`src/inc/prl_consts.svh`:
```
// Purpose: Offsets, field positions, reset values for the pin remap unit
// Assumes: Byte addresses on a 32-bit AHB-Lite bus
// Notes: Definitions only
`ifndef PRL_CONSTS_SVH
`define PRL_CONSTS_SVH
`define PRL_NUM_IN 8
`define PRL_NUM_PIN 16
`define PRL_NUM_OUT_SRC 8
`define PRL_CODE_W 6
`define PRL_LOCK_OFS 12'h000
`define PRL_CFG_OFS 12'h004
`define PRL_IN_BASE 12'h100
`define PRL_OUT_BASE 12'h200
`define PRL_LOCK_BIT 0
`define PRL_ONESHOT_BIT 0
`define PRL_KEY1 8'h55
`define PRL_KEY2 8'haa
`define PRL_IN_DEFAULTS 64'h07_06_05_04_03_02_01_00
`define PRL_OUT_RESET 6'h00
`define PRL_LATCH_CODE 6'h00
`endif

```
`src/inc/prl_pkg.sv`:
```
// Purpose: Types shared by the pin remap unit
// Assumes: Constants come from prl_consts.svh
// Notes: Types only
package prl_pkg;
  typedef enum logic [1:0] {
    KEY_IDLE,
    KEY_GOT1,
    KEY_ARMED
  } key_type;
  typedef enum logic [1:0] {
    ONE_FRESH,
    ONE_CLEARED,
    ONE_SPENT
  } oneshot_type;
endpackage : prl_pkg

```
`src/prl_sel_reg.sv`:
```
// Purpose: One six-bit selection register with an async power-on reset only
// Assumes: Power-on reset async; system reset sync and keeps contents
// Notes: Used for input and output selections
`timescale 1ns/1ns
`default_nettype none
module prl_sel_reg #(
  parameter logic [5:0] DEF = 6'h00
) (
  // Clock and power-on reset
  input wire logic clk,
  input wire logic rst_n,
  // Write port
  input wire logic we,
  input wire logic [5:0] wdata,
  // Stored code
  output logic [5:0] q
);
  always_ff @(posedge clk or negedge rst_n) begin
    if (!rst_n) begin
      q <= DEF;
    end else if (we) begin
      q <= wdata;
    end
  end
endmodule : prl_sel_reg
`default_nettype wire

```
`src/prl_pin_mux.sv`:
```
// Purpose: Output mux for one pin: latch or selected peripheral
// Assumes: Code 0 means port latch; code n in 1..8 picks peripheral n-1
// Notes: Pure combinational, registered by the caller
`include "prl_consts.svh"
`timescale 1ns/1ns
`default_nettype none
module prl_pin_mux (
  // Selection and sources
  input wire logic [5:0] code,
  input wire logic latch_bit,
  input wire logic [7:0] periph_out,
  input wire logic [7:0] periph_oe,
  input wire logic dir_in,
  // Pin result
  output logic pin_val,
  output logic pin_oe_n
);
  wire logic use_latch;
  wire logic in_range;
  wire logic [2:0] idx;
  assign use_latch = (code == `PRL_LATCH_CODE);
  assign in_range = (code <= 6'd8);
  assign idx = 3'(code - 6'd1);
  // Unrouted codes fall back to latch so the pin never floats undefined
  assign pin_val = (use_latch || !in_range) ? latch_bit : periph_out[idx];
  // Routed peripheral sets direction from its own enable, ignoring dir_in
  assign pin_oe_n = (use_latch || !in_range) ? dir_in
                                             : ~periph_oe[idx];
endmodule : prl_pin_mux
`default_nettype wire

```
`src/prl_remap_top.sv`:
```
// Purpose: Pin remap unit with lockable input and output selections
// Assumes: AHB-Lite slave, single word transfers, zero wait states
// Notes: RSTN is power-on/brown-out reset; SYS_RSTN is any other reset
// Contract
// - One selection register per input function
// - Bits 5..0 name the input pin; the pin pick uses bits 3..0 only
// - Input select bits 7..6 read zero
// - Input defaults on power reset only
// - Interrupt codes 0..15 pick first sixteen pins
// - Per pin output select, six bit code
// - Output selects zero on power reset only
// - Routed peripheral may override pin direction
// - Lock bit freezes selections, resets always
// - Lock register bits 7..1 read zero
// - One-shot option: one clear, one set
// - Power reset restores selection defaults
// - Output code zero drives port latch
`include "prl_consts.svh"
`timescale 1ns/1ns
`default_nettype none
module prl_remap_top (
  // Clock and resets
  input wire logic CLK,
  input wire logic RSTN,
  input wire logic SYS_RSTN,
  // AHB-Lite slave
  input wire logic HSEL,
  input wire logic [11:0] HADDR,
  input wire logic [1:0] HTRANS,
  input wire logic HWRITE,
  input wire logic [2:0] HSIZE,
  input wire logic [31:0] HWDATA,
  input wire logic HREADY,
  output logic [31:0] HRDATA,
  output logic HREADYOUT,
  output logic HRESP,
  // Configuration
  input wire logic ONE_SHOT_LOCK_OPTION,
  // Pins
  input wire logic [15:0] PIN_IN,
  input wire logic [15:0] PORT_LATCH_BIT,
  input wire logic [15:0] PIN_DIRECTION_CONTROL,
  output logic [15:0] PIN_OUT,
  output logic [15:0] PIN_OE_N,
  // Peripherals
  output logic [7:0] PERIPH_IN,
  input wire logic [7:0] PERIPH_OUT,
  input wire logic [7:0] PERIPH_OE,
  // Status
  output logic SELECTIONS_FROZEN
);
  // Address phase capture
  logic wr_pend_r;
  logic [11:0] addr_r;
  logic lock_r;
  logic [31:0] rdata_r;
  prl_pkg::key_type key_r;
  prl_pkg::key_type key_nxt;
  prl_pkg::oneshot_type one_r;
  prl_pkg::oneshot_type one_nxt;
  wire logic take;
  wire logic [7:0] wbyte;
  wire logic lock_hit;
  wire logic in_hit;
  wire logic out_hit;
  wire logic [2:0] in_idx;
  wire logic [3:0] out_idx;
  wire logic sel_we;
  wire logic key1;
  wire logic key2;
  wire logic lock_cmd;
  wire logic lock_ok;
  wire logic lock_nxt;
  wire logic [5:0] in_sel [`PRL_NUM_IN];
  wire logic [5:0] out_sel [`PRL_NUM_PIN];
  wire logic [15:0] mux_val;
  wire logic [15:0] mux_oe_n;
  wire logic [11:0] raddr;
  wire logic [31:0] rdata_nxt;
  wire logic [7:0] in_pick;
  wire logic frozen_nxt;
  // One byte per input function, low six bits used as the default code
  localparam logic [63:0] IN_DEFS = `PRL_IN_DEFAULTS;

  assign take = HSEL && HREADY && HTRANS[1];
  assign wbyte = HWDATA[7:0];
  assign lock_hit = (addr_r == `PRL_LOCK_OFS);
  assign in_hit = (addr_r[11:8] == 4'(`PRL_IN_BASE >> 8)) &&
                  (addr_r[7:5] == 3'd0) && (addr_r[1:0] == 2'd0);
  assign out_hit = (addr_r[11:8] == 4'(`PRL_OUT_BASE >> 8)) &&
                   (addr_r[7:6] == 2'd0) && (addr_r[1:0] == 2'd0);
  assign in_idx = addr_r[4:2];
  assign out_idx = addr_r[5:2];
  // Frozen selections drop every write to the select banks
  assign sel_we = wr_pend_r && !lock_r;
  // Unlock key sequence decode
  assign key1 = wr_pend_r && lock_hit && (wbyte == `PRL_KEY1);
  assign key2 = wr_pend_r && lock_hit && (wbyte == `PRL_KEY2);
  assign lock_cmd = wr_pend_r && lock_hit && (key_r == prl_pkg::KEY_ARMED);
  // One-shot option allows a single clear and a single set per reset
  assign lock_ok = !ONE_SHOT_LOCK_OPTION ||
                   (wbyte[`PRL_LOCK_BIT] ? one_r != prl_pkg::ONE_SPENT
                                         : one_r == prl_pkg::ONE_FRESH);
  assign lock_nxt = (lock_cmd && lock_ok) ? wbyte[`PRL_LOCK_BIT] : lock_r;
  // Status must drop with the lock on a system reset, not a cycle later
  assign frozen_nxt = SYS_RSTN && lock_nxt;

  always_comb begin
    key_nxt = key_r;
    if (wr_pend_r) begin
      // Any write other than the next key or a repeated first key aborts the sequence
      case (key_r)
        prl_pkg::KEY_IDLE: key_nxt = key1 ? prl_pkg::KEY_GOT1
                                          : prl_pkg::KEY_IDLE;
        prl_pkg::KEY_GOT1: key_nxt = key2 ? prl_pkg::KEY_ARMED
                                          : (key1 ? prl_pkg::KEY_GOT1
                                                  : prl_pkg::KEY_IDLE);
        prl_pkg::KEY_ARMED: key_nxt = prl_pkg::KEY_IDLE;
        default: key_nxt = prl_pkg::KEY_IDLE;
      endcase
    end
  end

  always_comb begin
    one_nxt = one_r;
    case (one_r)
      prl_pkg::ONE_FRESH: if (lock_cmd && !wbyte[0]) begin
        one_nxt = prl_pkg::ONE_CLEARED;
      end else if (lock_cmd && wbyte[0]) begin
        one_nxt = prl_pkg::ONE_SPENT;
      end
      prl_pkg::ONE_CLEARED: if (lock_cmd && wbyte[0]) begin
        one_nxt = prl_pkg::ONE_SPENT;
      end
      prl_pkg::ONE_SPENT: one_nxt = prl_pkg::ONE_SPENT;
      default: one_nxt = prl_pkg::ONE_FRESH;
    endcase
  end

  // Lock and key state reset on every reset kind
  always_ff @(posedge CLK or negedge RSTN) begin
    if (!RSTN) begin
      lock_r <= 1'b0;
      key_r <= prl_pkg::KEY_IDLE;
      one_r <= prl_pkg::ONE_FRESH;
    end else if (!SYS_RSTN) begin
      lock_r <= 1'b0;
      key_r <= prl_pkg::KEY_IDLE;
      one_r <= prl_pkg::ONE_FRESH;
    end else begin
      lock_r <= lock_nxt;
      key_r <= key_nxt;
      one_r <= one_nxt;
    end
  end

  always_ff @(posedge CLK or negedge RSTN) begin
    if (!RSTN) begin
      wr_pend_r <= 1'b0;
      addr_r <= 12'h000;
    end else begin
      wr_pend_r <= take && HWRITE;
      addr_r <= take ? HADDR : addr_r;
    end
  end

  // Selection banks hold through system reset, default on power reset
  genvar g;
  generate
    for (g = 0; g < `PRL_NUM_IN; g++) begin : g_in
      // Each input function owns its own selection register
      prl_sel_reg #(
        .DEF(IN_DEFS[8*g +: 6])
      ) u_in (
        .clk(CLK),
        .rst_n(RSTN),
        .we(sel_we && in_hit && in_idx == 3'(g)),
        .wdata(wbyte[5:0]),
        .q(in_sel[g])
      );
      // Codes 0..15 map onto the sixteen pins in order
      assign in_pick[g] = PIN_IN[in_sel[g][3:0]];
    end
    for (g = 0; g < `PRL_NUM_PIN; g++) begin : g_out
      prl_sel_reg #(
        .DEF(`PRL_OUT_RESET)
      ) u_out (
        .clk(CLK),
        .rst_n(RSTN),
        .we(sel_we && out_hit && out_idx == 4'(g)),
        .wdata(wbyte[5:0]),
        .q(out_sel[g])
      );
      prl_pin_mux u_mux (
        .code(out_sel[g]),
        .latch_bit(PORT_LATCH_BIT[g]),
        .periph_out(PERIPH_OUT),
        .periph_oe(PERIPH_OE),
        .dir_in(PIN_DIRECTION_CONTROL[g]),
        .pin_val(mux_val[g]),
        .pin_oe_n(mux_oe_n[g])
      );
    end
  endgenerate

  // Read mux; unimplemented upper bits read zero
  assign raddr = take ? HADDR : 12'hfff;
  assign rdata_nxt =
    (raddr == `PRL_LOCK_OFS) ? {31'd0, lock_r} :
    (raddr == `PRL_CFG_OFS) ? {31'd0, ONE_SHOT_LOCK_OPTION} :
    (raddr[11:8] == 4'h1 && raddr[7:5] == 3'd0) ?
      {26'd0, in_sel[raddr[4:2]]} :
    (raddr[11:8] == 4'h2 && raddr[7:6] == 2'd0) ?
      {26'd0, out_sel[raddr[5:2]]} : 32'h0000_0000;

  always_ff @(posedge CLK or negedge RSTN) begin
    if (!RSTN) begin
      rdata_r <= 32'h0000_0000;
      PIN_OUT <= 16'h0000;
      PIN_OE_N <= 16'hffff;
      PERIPH_IN <= 8'h00;
      SELECTIONS_FROZEN <= 1'b0;
    end else begin
      rdata_r <= rdata_nxt;
      PIN_OUT <= mux_val;
      PIN_OE_N <= mux_oe_n;
      PERIPH_IN <= in_pick;
      SELECTIONS_FROZEN <= frozen_nxt;
    end
  end

  assign HRDATA = rdata_r;
  assign HREADYOUT = 1'b1;
  assign HRESP = 1'b0;
endmodule : prl_remap_top
`default_nettype wire

```
`config.mk`:
```
export PLATFORM = sky130hd
export DESIGN_NAME = prl_remap_top
export DESIGN_NICKNAME = d
export VERILOG_FILES = /design/src/inc/prl_pkg.sv /design/src/prl_sel_reg.sv /design/src/prl_pin_mux.sv /design/src/prl_remap_top.sv
export VERILOG_INCLUDE_DIRS = /design/src /design/src/inc
export SDC_FILE = /design/constraint.sdc
export NUM_CORES = 1
export LEC_CHECK = 0
export BUFFER_PORTS_ARGS = -buffer_cell sky130_fd_sc_hd__buf_4
export CAP_MARGIN = 20
export CORE_UTILIZATION = 45
export CTS_CLUSTER_SIZE = 24
export DETAILED_ROUTE_END_ITERATION = 6
export PLACE_DENSITY_LB_ADDON = 0.2
export SETUP_SLACK_MARGIN = 0.5
export SYNTH_ARGS = -nofsm -noshare
export SYNTH_HDL_FRONTEND = slang
export SYNTH_HIERARCHICAL = 1
export SYNTH_SLANG_ARGS = --single-unit
```
`constraint.sdc`:
```
create_clock -name CLK -period 2.79 [get_ports CLK]
set_clock_uncertainty 0.2 [all_clocks]
set_input_delay 0.4185 -clock CLK [delete_from_list [all_inputs] [get_ports CLK]]
set_output_delay 0.4185 -clock CLK [all_outputs]
set_load 0.01 [all_outputs]
```
==> metrics.yaml <==
outcome: "finished clean"
antenna_found_initial: 0
multi_input_area_mm2: 0.00841
critPathBufInv: 2
clk_pin_slew_ns: 0.06
path_cells: "nor4b_4, nand2_2, nor4b_4, buf_4, nand3_4, nor2_1, buf_4, mux2_4"
critPathMaxStageDelay_ns: 0.40
groute.usage.overall: 0.252
cp_max_fo: 6
setup.worst_path.class: "reg -> reg"
fin_util: 0.548
cp-start-kind: "flop"
slew_violations: 0
grt_setup_unrepaired: "true"
fin_ws_ns: 0.361
slew_headroom: 0.518
synth_ff_type: "dfrtp_1"
register_area_mm2: 0.00524
grt_max_degree: 70
synth_cell_types: 63
die_h_um: 181
grt_pass1_wl_um: 63100
ys_ff_latch: 208
rows: 65
instances_no_fill: 1776
period_share: 0.870
p_leak_nw: 7.27
area_growth_syn_to_layout_pct: 20.0
hold_violations: 0
drt_wl_total_um: 40500
firstDrtPassIters: 6
cp-end-kind: "flop"
crit_path_top_delay_cell: "dfrtp_1"
total_power_mw: 7.43
crit_family: "simple AND/OR/NAND/NOR gates"
htree_num_levels: 1
holdCritPathClass: "in -> reg"
syn-mean-instance-area_um2: 12.4
max_cap_viol_count: 0
peakVddDrop_mv: 0.412
worst_pin_slew_ns: 0.723
grt_use_met2: 0.406
drc: 0
hpwlAfterDp_um: 28100
clk_latency_ns: 0.54
port_buffers: 138
pre_cts_slack_ns: 0.117
cts_tree: "yes"
busiest_layer: "met2"
cts_buffer_depth: 3
met3_usage: 0.0293
synth-seq-area-share: 0.365
async_flop_share: 1.00
core_mm2: 0.0315
p_per_area_mw_per_mm2: 431
use_met1: 0.357
setup_viol_count_final: 0
wl_per_cell_um: 22.8
start_util: 0.456
period_needed_ns: 2.43
cts.sink_count: 208
nets: 1493
clock-root-buffer: "clkbuf_16"
drt_iter0_drc: 777
max_freq_mhz: 412
holdWs_ns: 0.160
final_common_cell: "dfrtp_1"
setup_tns_ns: 0
antenna_left: 0
die_x_um: 181
dp_cells: 1681
hp-start: "HWDATA[6]"
drive_gt1_frac: 0.406
layout_common_cells: "180 x dfrtp_1, 179 x buf_4, 167 x mux2i_1"
vias: 10200
crit_start: "addr_r[0]"
worst_r2r_startpoint: "addr_r[0]"
num_io_pins: 195
nFillCells: 2695
syn_inst: 1162
cp.arrival_ns: 2.63
viasPerCell: 5.75
synth_area_mm2: 0.0144
placed_area_mm2: 0.0157
dieArea_mm2: 0.0326
antennaDiodeCount: 0
gp_congestion: 0.868
numCtsBuffers: 25
required_ns: 2.99
grt_pass1_vias: 10400
grt_overflow: 0
design_area_mm2: 0.0172
synth-edff-count: 0
yosys_warnings: 6
## per-layer routing
| layer | share of wire | routed length [um] |
|---|---|---|
| met5 | 0 | 0 |
| met4 | 0.023 | 923 |
| met3 | 0.059 | 2380 |
| met2 | 0.46 | 18700 |
| met1 | 0.46 | 18500 |
## repair_timing
action	in CTS	in global routing
hold buffers	44	0
resized for setup	23	52
endpoints found under the hold margin	104	0
setup endpoints to repair	145	157
buffers inserted	4	3
pin swaps	3	10
## flip-flops by register name (all words and copies together) (netlist names), 6 cells and up
name,flops
HRDATA,6
PERIPH_IN,8
g_out.u_out/q,96
PIN_OE_N,16
addr_r,12
PIN_OUT,16
g_in.u_in/q,48
## synthesized netlist by cell type (20+ instances only)
| cell type | count | area share |
|---|---|---|
| a21oi_1 | 20 | 0.0070 |
| buf_4 | 30 | 0.016 |
| buf_6 | 41 | 0.032 |
| dfrtp_1 | 180 | 0.31 |
| dfstp_2 | 28 | 0.051 |
| inv_1 | 52 | 0.014 |
| mux2_2 | 23 | 0.018 |
| mux2_4 | 144 | 0.15 |
| mux2i_1 | 167 | 0.12 |
| mux4_2 | 72 | 0.11 |
| nand2_1 | 70 | 0.018 |
| nand2b_1 | 25 | 0.011 |
| nor2_1 | 54 | 0.014 |
| o21ai_0 | 21 | 0.0073 |
## layout make-up
class                   count  area share
multi-input cells         823       0.488
flip-flops and latches    208       0.304
repair buffers            246       0.120
clock buffers              38      0.0432
well taps                 402      0.0292
inverters                  53      0.0115
clock inverters             6     0.00356
## logic make-up (layout without fill, tap and decap cells)
group | after synthesis | after routing | synth area share
simple gates | 241 | 241 | 0.0854
compound gates | 100 | 100 | 0.0464
mux | 406 | 406 | 0.398
fa+ha+maj | 16 | 16 | 0.0139
flops | 208 | 208 | 0.365
other cells | 2 | 28 | 0.000523
buf+inv | 157 | 343 | 0.0716
xor+xnor | 32 | 32 | 0.0195
## final timing paths
path / to / slack (ns) / cells after the start
min in group asynchronous: PIN_OUT[14] / 0.26 / 2
max in group asynchronous: PIN_OE_N[10] / 1.33 / 3
setup reg to reg: g_out[13].u_out/q[2] / 0.36 / 8
setup / recovery: g_out[13].u_out/q[2] / 0.36 / 8
hold / removal: key_r[1] / 0.16 / 5
hold reg to reg: one_r[0] / 0.26 / 1
## worst register-to-register path: stages (launching register included)
cell and delay (ns):
dfrtp_1 0.40, nor4b_4 0.31, nand2_2 0.12, nor4b_4 0.28
buf_4 0.18, nand3_4 0.16, nor2_1 0.14, buf_4 0.19
mux2_4 0.31
## power breakdown
group	switching [mW]	leakage, nW	internal (mW)
Sequential	0.0687	2.73	3.11
Combinational	0.581	4.14	0.470
Clock	1.28	0.396	1.92
Total	1.93	7.27	5.50
No activity file was read; power rests on OpenSTA's default activity.
